`src/bfs_pkg.sv`:
```
// Purpose: shared constants for the bus flag and start setup block
// Assumes: 32-bit avalon-mm slave, byte addresses, one word per register
// Notes:   flag register sits at four times its printed index

package bfs_pkg;

   // register map
   localparam logic [31:0] FLAG_INDEX   = 32'h0ffffd8a;
   localparam logic [31:0] FLAG_ADDR    = {FLAG_INDEX[29:0], 2'b00};
   localparam logic [31:0] STATE_ADDR   = 32'h00000000;
   localparam logic [31:0] IRQ_STS_ADDR = 32'h00000004;
   localparam logic [31:0] IRQ_CLR_ADDR = 32'h00000008;
   localparam logic [31:0] IRQ_EN_ADDR  = 32'h0000000c;
   localparam logic [31:0] BIT_ADDR     = 32'h00000010;

   // flag register fields
   localparam int FAIL_BIT = 7;
   localparam int BUSY_BIT = 6;
   localparam int ISE_BIT  = 1;
   localparam int RSV_BIT  = 0;
   localparam logic [7:0] FLAG_RESET = 8'h00;

   // bit access register fields
   localparam int BIT_VAL_POS = 8;

   // interrupt sources
   localparam int EV_START = 0;
   localparam int EV_STOP  = 1;
   localparam int EV_FAIL  = 2;
   localparam int EV_NUM   = 3;
   localparam logic [EV_NUM-1:0] IRQ_RESET = 3'h0;

   // synchroniser depth for bus lines
   localparam int SYNC_STAGES = 2;

   typedef enum {
      SEL_NONE,
      SEL_FLAG,
      SEL_STATE,
      SEL_IRQ_STS,
      SEL_IRQ_CLR,
      SEL_IRQ_EN,
      SEL_BIT
   } bfs_sel_t;

endpackage

```
`src/bfs_flag_reg.sv`:
```
// Purpose: bus busy tracking, start failure and start setup register
// Assumes: op_enable and start_req come from controller logic on clk
// Notes:   each access takes two cycles; waitrequest is high for the first
//
// The implementer's own choice: the Avalon-MM register port.
`timescale 1ns/1ps

module bfs_flag_reg (
   // clock and reset
   input  wire logic        clk,
   input  wire logic        rstn,
   // avalon-mm slave
   input  wire logic [31:0] address,
   input  wire logic        read,
   input  wire logic        write,
   input  wire logic [31:0] writedata,
   input  wire logic [3:0]  byteenable,
   output logic      [31:0] readdata,
   output logic             waitrequest,
   // bus lines
   input  wire logic        scl_in,
   input  wire logic        sda_in,
   // controller side
   input  wire logic        op_enable,
   input  wire logic        start_req,
   output logic             start_trigger_clr,
   output logic             start_allowed,
   output logic             reserve_enabled,
   // interrupt
   output logic             irq
);

   logic                      ack_reg;
   logic                      wr_fire;
   logic                      rd_take;
   bfs_pkg::bfs_sel_t         sel;
   logic                      fail_reg;
   logic                      busy_reg;
   logic                      ise_reg;
   logic                      rsv_reg;
   logic                      stop_seen_reg;
   logic                      op_prev_reg;
   logic                      op_rise;
   logic                      line_start;
   logic                      line_stop;
   logic                      det_start;
   logic                      det_stop;
   logic                      fail_evt;
   logic                      cfg_wr;
   logic [1:0]                cfg_mask;
   logic [1:0]                cfg_val;
   logic [bfs_pkg::EV_NUM-1:0] irq_sts_reg;
   logic [bfs_pkg::EV_NUM-1:0] irq_en_reg;
   logic [bfs_pkg::EV_NUM-1:0] irq_evt;
   logic [bfs_pkg::EV_NUM-1:0] irq_clr;
   logic [7:0]                flag_view;

   // address decode, shared by the read mux and the write strobes
   function automatic bfs_pkg::bfs_sel_t decode(input logic [31:0] a);
      bfs_pkg::bfs_sel_t s;
      s = bfs_pkg::SEL_NONE;
      unique case (a)
         bfs_pkg::FLAG_ADDR:    s = bfs_pkg::SEL_FLAG;
         bfs_pkg::STATE_ADDR:   s = bfs_pkg::SEL_STATE;
         bfs_pkg::IRQ_STS_ADDR: s = bfs_pkg::SEL_IRQ_STS;
         bfs_pkg::IRQ_CLR_ADDR: s = bfs_pkg::SEL_IRQ_CLR;
         bfs_pkg::IRQ_EN_ADDR:  s = bfs_pkg::SEL_IRQ_EN;
         bfs_pkg::BIT_ADDR:     s = bfs_pkg::SEL_BIT;
         default:               s = bfs_pkg::SEL_NONE;
      endcase
      return s;
   endfunction

   // bus line conditions
   bfs_line_watch u_watch (
      .clk        (clk),
      .rstn       (rstn),
      .scl_in     (scl_in),
      .sda_in     (sda_in),
      .start_seen (line_start),
      .stop_seen  (line_stop)
   );

   // conditions count only while the controller runs
   assign det_start = op_enable & line_start;
   assign det_stop  = op_enable & line_stop;

   // bus handshake: one wait cycle, then the access completes
   always_ff @(posedge clk or negedge rstn) begin
      if (!rstn) begin
         ack_reg <= 1'b0;
      end else begin
         ack_reg <= (read | write) & ~ack_reg;
      end
   end

   assign waitrequest = (read | write) & ~ack_reg;
   assign wr_fire     = write & ack_reg;
   assign rd_take     = read & ~ack_reg;
   assign sel         = decode(address);

   // byte write through lane 0, or single bit through the bit port
   always_comb begin
      cfg_mask = 2'b00;
      cfg_val  = 2'b00;
      if (sel == bfs_pkg::SEL_FLAG && byteenable[0]) begin
         cfg_mask = 2'b11;
         cfg_val  = {writedata[bfs_pkg::ISE_BIT], writedata[bfs_pkg::RSV_BIT]};
      end else if (sel == bfs_pkg::SEL_BIT && byteenable[0]) begin
         // a bit number of 6 or 7 matches nothing, so the write is lost
         cfg_mask[bfs_pkg::ISE_BIT] = (writedata[2:0] == 3'(bfs_pkg::ISE_BIT));
         cfg_mask[bfs_pkg::RSV_BIT] = (writedata[2:0] == 3'(bfs_pkg::RSV_BIT));
         cfg_val = {2{writedata[bfs_pkg::BIT_VAL_POS]}};
      end
   end

   // setup bit writes are ignored while the controller runs
   assign cfg_wr = wr_fire & ~op_enable;

   // reservation disable: software only
   always_ff @(posedge clk or negedge rstn) begin
      if (!rstn) begin
         rsv_reg <= bfs_pkg::FLAG_RESET[bfs_pkg::RSV_BIT];
      end else if (cfg_wr && cfg_mask[bfs_pkg::RSV_BIT]) begin
         rsv_reg <= cfg_val[bfs_pkg::RSV_BIT];
      end
   end

   assign reserve_enabled = ~rsv_reg;

   // initial start enable: set by software, cleared by a start condition
   always_ff @(posedge clk or negedge rstn) begin
      if (!rstn) begin
         ise_reg <= bfs_pkg::FLAG_RESET[bfs_pkg::ISE_BIT];
      end else if (cfg_wr && cfg_mask[bfs_pkg::ISE_BIT]) begin
         ise_reg <= cfg_val[bfs_pkg::ISE_BIT];
      end else if (det_start) begin
         ise_reg <= 1'b0;
      end
   end

   always_ff @(posedge clk or negedge rstn) begin
      if (!rstn) begin
         op_prev_reg <= 1'b0;
      end else begin
         op_prev_reg <= op_enable;
      end
   end

   assign op_rise = op_enable & ~op_prev_reg;

   // bus busy; a start in the same cycle as a stop leaves the bus busy
   always_ff @(posedge clk or negedge rstn) begin
      if (!rstn) begin
         busy_reg <= bfs_pkg::FLAG_RESET[bfs_pkg::BUSY_BIT];
      end else if (!op_enable) begin
         busy_reg <= 1'b0;
      end else if (det_start || (op_rise && !ise_reg)) begin
         busy_reg <= 1'b1;
      end else if (det_stop) begin
         busy_reg <= 1'b0;
      end
   end

   // remembers a stop since enabling, the gate for the first start
   always_ff @(posedge clk or negedge rstn) begin
      if (!rstn) begin
         stop_seen_reg <= 1'b0;
      end else if (!op_enable || op_rise) begin
         stop_seen_reg <= 1'b0;
      end else if (det_stop) begin
         stop_seen_reg <= 1'b1;
      end
   end

   // the busy flag is the bus view; with initial start it reads released
   assign start_allowed = op_enable & ~busy_reg & (stop_seen_reg | ise_reg);

   // without reservation a start that cannot go out is dropped
   assign fail_evt = op_enable & start_req & rsv_reg & ~start_allowed;

   always_ff @(posedge clk or negedge rstn) begin
      if (!rstn) begin
         fail_reg <= bfs_pkg::FLAG_RESET[bfs_pkg::FAIL_BIT];
      end else if (!op_enable) begin
         fail_reg <= 1'b0;
      end else if (fail_evt) begin
         fail_reg <= 1'b1;
      end else if (start_req) begin
         fail_reg <= 1'b0;
      end
   end

   always_ff @(posedge clk or negedge rstn) begin
      if (!rstn) begin
         start_trigger_clr <= 1'b0;
      end else begin
         start_trigger_clr <= fail_evt;
      end
   end

   // interrupts: sticky status, set beats a clear in the same cycle
   assign irq_evt[bfs_pkg::EV_START] = det_start;
   assign irq_evt[bfs_pkg::EV_STOP]  = det_stop;
   assign irq_evt[bfs_pkg::EV_FAIL]  = fail_evt;
   assign irq_clr = (wr_fire && sel == bfs_pkg::SEL_IRQ_CLR && byteenable[0])
                  ? writedata[bfs_pkg::EV_NUM-1:0] : '0;

   always_ff @(posedge clk or negedge rstn) begin
      if (!rstn) begin
         irq_sts_reg <= bfs_pkg::IRQ_RESET;
      end else begin
         irq_sts_reg <= (irq_sts_reg & ~irq_clr) | irq_evt;
      end
   end

   always_ff @(posedge clk or negedge rstn) begin
      if (!rstn) begin
         irq_en_reg <= bfs_pkg::IRQ_RESET;
      end else if (wr_fire && sel == bfs_pkg::SEL_IRQ_EN && byteenable[0]) begin
         irq_en_reg <= writedata[bfs_pkg::EV_NUM-1:0];
      end
   end

   assign irq = |(irq_sts_reg & irq_en_reg);

   // flag register image; bits 2 to 5 read zero
   always_comb begin
      flag_view = 8'h00;
      flag_view[bfs_pkg::FAIL_BIT] = fail_reg;
      flag_view[bfs_pkg::BUSY_BIT] = busy_reg;
      flag_view[bfs_pkg::ISE_BIT]  = ise_reg;
      flag_view[bfs_pkg::RSV_BIT]  = rsv_reg;
   end

   // read data captured in the wait cycle, held for the completing edge
   always_ff @(posedge clk or negedge rstn) begin
      if (!rstn) begin
         readdata <= 32'h00000000;
      end else if (rd_take) begin
         unique case (sel)
            bfs_pkg::SEL_FLAG:    readdata <= {24'h000000, flag_view};
            bfs_pkg::SEL_STATE:   readdata <= {28'h0000000, start_allowed,
                                               stop_seen_reg, op_enable, ~rsv_reg};
            bfs_pkg::SEL_IRQ_STS: readdata <= {29'h00000000, irq_sts_reg};
            bfs_pkg::SEL_IRQ_EN:  readdata <= {29'h00000000, irq_en_reg};
            default:              readdata <= 32'h00000000;
         endcase
      end
   end

endmodule // bfs_flag_reg

```
`src/bfs_line_watch.sv`:
```
// Purpose: find start and stop conditions on the two bus lines
// Assumes: lines are asynchronous to clk and much slower than it
// Notes:   outputs are one-cycle pulses, three clocks after the line edge
`timescale 1ns/1ps

module bfs_line_watch (
   // clock and reset
   input  wire logic clk,
   input  wire logic rstn,
   // bus lines
   input  wire logic scl_in,
   input  wire logic sda_in,
   // detected conditions
   output logic      start_seen,
   output logic      stop_seen
);

   logic [bfs_pkg::SYNC_STAGES-1:0] scl_sync_reg;
   logic [bfs_pkg::SYNC_STAGES-1:0] sda_sync_reg;
   logic                            scl_prev_reg;
   logic                            sda_prev_reg;
   logic                            scl_s;
   logic                            sda_s;

   // the first stage feeds only the next stage
   always_ff @(posedge clk or negedge rstn) begin
      if (!rstn) begin
         scl_sync_reg <= '1;
         sda_sync_reg <= '1;
      end else begin
         scl_sync_reg <= {scl_sync_reg[bfs_pkg::SYNC_STAGES-2:0], scl_in};
         sda_sync_reg <= {sda_sync_reg[bfs_pkg::SYNC_STAGES-2:0], sda_in};
      end
   end

   assign scl_s = scl_sync_reg[bfs_pkg::SYNC_STAGES-1];
   assign sda_s = sda_sync_reg[bfs_pkg::SYNC_STAGES-1];

   always_ff @(posedge clk or negedge rstn) begin
      if (!rstn) begin
         scl_prev_reg <= 1'b1;
         sda_prev_reg <= 1'b1;
      end else begin
         scl_prev_reg <= scl_s;
         sda_prev_reg <= sda_s;
      end
   end

   // data moving while the clock line stays high marks a condition
   always_ff @(posedge clk or negedge rstn) begin
      if (!rstn) begin
         start_seen <= 1'b0;
         stop_seen  <= 1'b0;
      end else begin
         start_seen <= scl_s & scl_prev_reg & sda_prev_reg & ~sda_s;
         stop_seen  <= scl_s & scl_prev_reg & ~sda_prev_reg & sda_s;
      end
   end

endmodule // bfs_line_watch

```
`config.mk`:
```
export PLATFORM = sky130hd
export DESIGN_NAME = bfs_flag_reg
export DESIGN_NICKNAME = d
export VERILOG_FILES = /design/src/bfs_pkg.sv /design/src/bfs_flag_reg.sv /design/src/bfs_line_watch.sv
export SDC_FILE = /design/constraint.sdc
export NUM_CORES = 1
export LEC_CHECK = 0
export BUFFER_PORTS_ARGS = -buffer_cell sky130_fd_sc_hd__buf_2
export CAP_MARGIN = 40
export CORE_ASPECT_RATIO = 0.6
export CORE_MARGIN = 2
export CORE_UTILIZATION = 46
export DETAILED_ROUTE_END_ITERATION = 7
export GPL_ROUTABILITY_DRIVEN = 1
export PLACE_DENSITY = 0.93
export SKIP_CTS_REPAIR_TIMING = 1
export SYNTH_ARGS = -nofsm -noshare
export SYNTH_HDL_FRONTEND = slang
export SYNTH_SLANG_ARGS = --single-unit
```
`constraint.sdc`:
```
create_clock -name clk -period 2.2 [get_ports clk]
set_input_delay 0.33 -clock clk [delete_from_list [all_inputs] [get_ports clk]]
set_output_delay 0.33 -clock clk [all_outputs]
set_load 0.02 [all_outputs]
```
==> impl_results.md <==
- Number of diodes: 0
- CTS tree: done
- Source of the worst register-to-register timing path: ack_reg
- Final Total Pwr: between 1 and 1.5 mW
- Die extent in y: around 52 µm
- Kind of start point of the critical path: input port
- Initial DRT Pass Iterations: 4
- CP Max Fanout: 5
- Iteration-0 DRC count of the detailed router: 96
- WP data arrival: around 2000 ps
- Unrepaired setup endpoints after global routing: no
- Synthesis-to-finish area growth: 15.1%
- Routability-driven placement congestion ratio: between 0.9 and 1
- DRC Markers: 0
- Clock tree root driver cell: sky130_fd_sc_hd__clkbuf_8
- Distinct cell type count of the synthesized netlist: 52
- Worst R2R End: irq_en_reg[2]
- Synth cell count leaders: sky130_fd_sc_hd__buf_4, sky130_fd_sc_hd__dfrtp_1, sky130_fd_sc_hd__nor2_1
- Number of vias per cell after detailed routing: around 5.2
- Clock-pin slew reported for the worst setup and hold paths after clock tree synthesis: about 90 ps
- Number of buffers added on ports: 55
- Aggregate global-route resource usage: between 10% and 20%
- Count of placed standard cells including taps: between 200 and 300
- Synthesized area per cell: about 10 µm²
- Count leader, synth: sky130_fd_sc_hd__buf_4
- WL final: ~3.7 mm
- Total half-perimeter wirelength after legalization and detailed placement: 3.12 mm
- Mapped cell area: between 1500 and 2000 µm²
- Min Tclk post-route: between 1500 and 2000 ps
- CTS sink count: 28
- Count of final hold-check violations: 0
- Pins over their slew limit: 0
- Die width: 83.7 µm
- Actual transition at the worst max-transition pin: between 600 and 700 ps
- Global-route wire length before repair: around 6.2 mm
- Classification of the worst setup path: in -> reg
- Total number of vias: approximately 1400
- Area inside the core boundary: approximately 3700 µm²
- IR drop worst, VDD: 0.374 mV
- Clock buffers created by TritonCTS: 3
- Number of global-route vias before repair: 1327
- Final critical-path setup slack: 364 ps
- Count of standard-cell rows: 17
- Final period util: between 80% and 90%
- Synthesized netlist cell count: 175
- Biggest area contributors in the synthesized netlist: sky130_fd_sc_hd__dfrtp_1, sky130_fd_sc_hd__buf_4, sky130_fd_sc_hd__dfstp_2, sky130_fd_sc_hd__nor2_1, sky130_fd_sc_hd__mux2_4
- Static leakage power: roughly 0.97 nW
- Largest clock skew in the final design: 4.62 ps
- Initial core utilization: between 40 and 50%
- Fin cells: 277
- Antenna-violating nets left: 0
- Yosys top cell area share: between 30% and 40%
- Summed area of non-filler cells in the final layout: 2020 µm²
- Number of synthesized register bits: 28
- Share of synthesized registers carrying an async set or reset: between 90% and 100%
- Worst-skew pair later-pin latency: 270 ps
- Die ar.: 4340 µm²
- Number of maximum-capacitance constraint violations: 0
- Layout cells sized above 1: roughly two fifths
- Total setup violations reported at the end of the flow: 0
- R2R cell count: 5
- Power density relative to cell area: about 550 nW/µm²
- Most frequently used flop master after synthesis: sky130_fd_sc_hd__dfrtp_1
- Post-placement cell area: between 1500 and 2000 µm²
- Final sum of negative setup slack: 0 ps
- Max FFs per register: 6
- Level count of the clock H-tree: 1
- Net count of the finished layout: roughly 310
- Count of pins on the block boundary: 113
- Maximum number of pins on one net before global-route repair: 29
- Worst setup timing slack at the placement stage: between 70 and 80 ps
- Maximum root-to-sink buffer count: 2
- Final global-route overflow total: 0
- Number of enable flip-flop cells after synthesis: 0
- Leading area contributor after synthesis: sky130_fd_sc_hd__dfrtp_1
- Result of the run: completed
- Path category of the worst min-delay check: in -> async
- Syn. warnings: 0
- Part of the Yosys area used for sequential elements: roughly 40%
- Initial antenna violation count: 0
- Achievable Freq: 545 MHz
- Remaining max-slew budget at the tightest pin: 59.9%
- Register-to-Register Setup Slack: 740 ps
- Routed length per instance: ~14 µm
- Setup crit end kind: flop
- Required time of the worst setup path: around 2400 ps
[report_power, final]
part | total [mW] | switching, mW | internal (mW)
registers | 0.549 | 0.0122 | 0.536
logic | 0.164 | 0.111 | 0.0532
clock network | 0.400 | 0.156 | 0.244
total | 1.11 | 0.280 | 0.833
[cells in the final DEF (no fill, tap or decap), types with 3 or more instances in the layout]
master                     netlist  layout
sky130_fd_sc_hd__a22o_1          3       3
sky130_fd_sc_hd__dfstp_2         6       6
sky130_fd_sc_hd__buf_2           0      55
sky130_fd_sc_hd__inv_1          10      10
sky130_fd_sc_hd__nand4_1         6       6
sky130_fd_sc_hd__mux2i_1         3       3
sky130_fd_sc_hd__dfrtp_1        22      22
sky130_fd_sc_hd__nand3_1         6       6
sky130_fd_sc_hd__nor2_1         13      13
sky130_fd_sc_hd__a21oi_1         4       4
sky130_fd_sc_hd__mux2_4          3       3
sky130_fd_sc_hd__conb_1          1      26
sky130_fd_sc_hd__clkbuf_8        1       3
sky130_fd_sc_hd__nand2_1        11      11
sky130_fd_sc_hd__nor4_1          6       6
sky130_fd_sc_hd__o31ai_1         5       5
[layout make-up]
cell class | count | area [µm²]
multi-input cells | 132 | 858
flip-flops and latches | 28 | 708
well taps | 47 | 58.8
clock inverters | 1 | 30.0
repair buffers | 56 | 283
fillers | 350 | 1640
clock buffers | 3 | 41.3
inverters | 10 | 37.5
[metal layers]
metal	up-vias	wire (µm)	GRT usage [%]
met5	-	0	0
met4	0	0	3.23
met3	0	346	4.76
met2	64	1650	28.5
met1	681	1750	26.4
li1	699	-	-
[worst max path at each step]
stage / startpoint / to / depth (start not counted)
finish: address[15] / irq_en_reg[2] / 7
global route: address[7] / irq_en_reg[1] / 7
CTS: address[15] / irq_en_reg[2] / 7
detailed placement: address[15] / irq_en_reg[2] / 7
global placement: address[15] / irq_en_reg[2] / 7
floorplan: address[15] / irq_en_reg[0] / 6
[metrics by stage]
| step | utilization, % | hold WS [ps] |
|---|---|---|
| finish | 55.1 | 52.8 |
| global route | 55.1 | 98.5 |
| CTS | 55.1 | 68.4 |
| detailed placement | 53.2 | 348 |
| global placement | 53.2 | 346 |
| floorplan | - | 34.4 |
[critical path: stages]
cell and delay (ps):
sky130_fd_sc_hd__buf_2 100, sky130_fd_sc_hd__or4_1 560, sky130_fd_sc_hd__nor2_4 170, sky130_fd_sc_hd__nand3_2 150, sky130_fd_sc_hd__o21ai_2 230, sky130_fd_sc_hd__nand2b_2 130, sky130_fd_sc_hd__mux2_4 310
[cells by family (layout without fill, tap and decap cells)]
group / count (synthesis) / in the layout / share of synthesized area [%]
DFF: 28 / 28 / 40.4
buffers and inverters: 40 / 70 / 16.0
other: 1 / 26 / 0.214
and+or+nand+nor: 66 / 66 / 22.7
muxes: 8 / 8 / 5.57
AOI/OAI and AO/OA: 32 / 32 / 15.1
(Power assumes the default switching activity.)
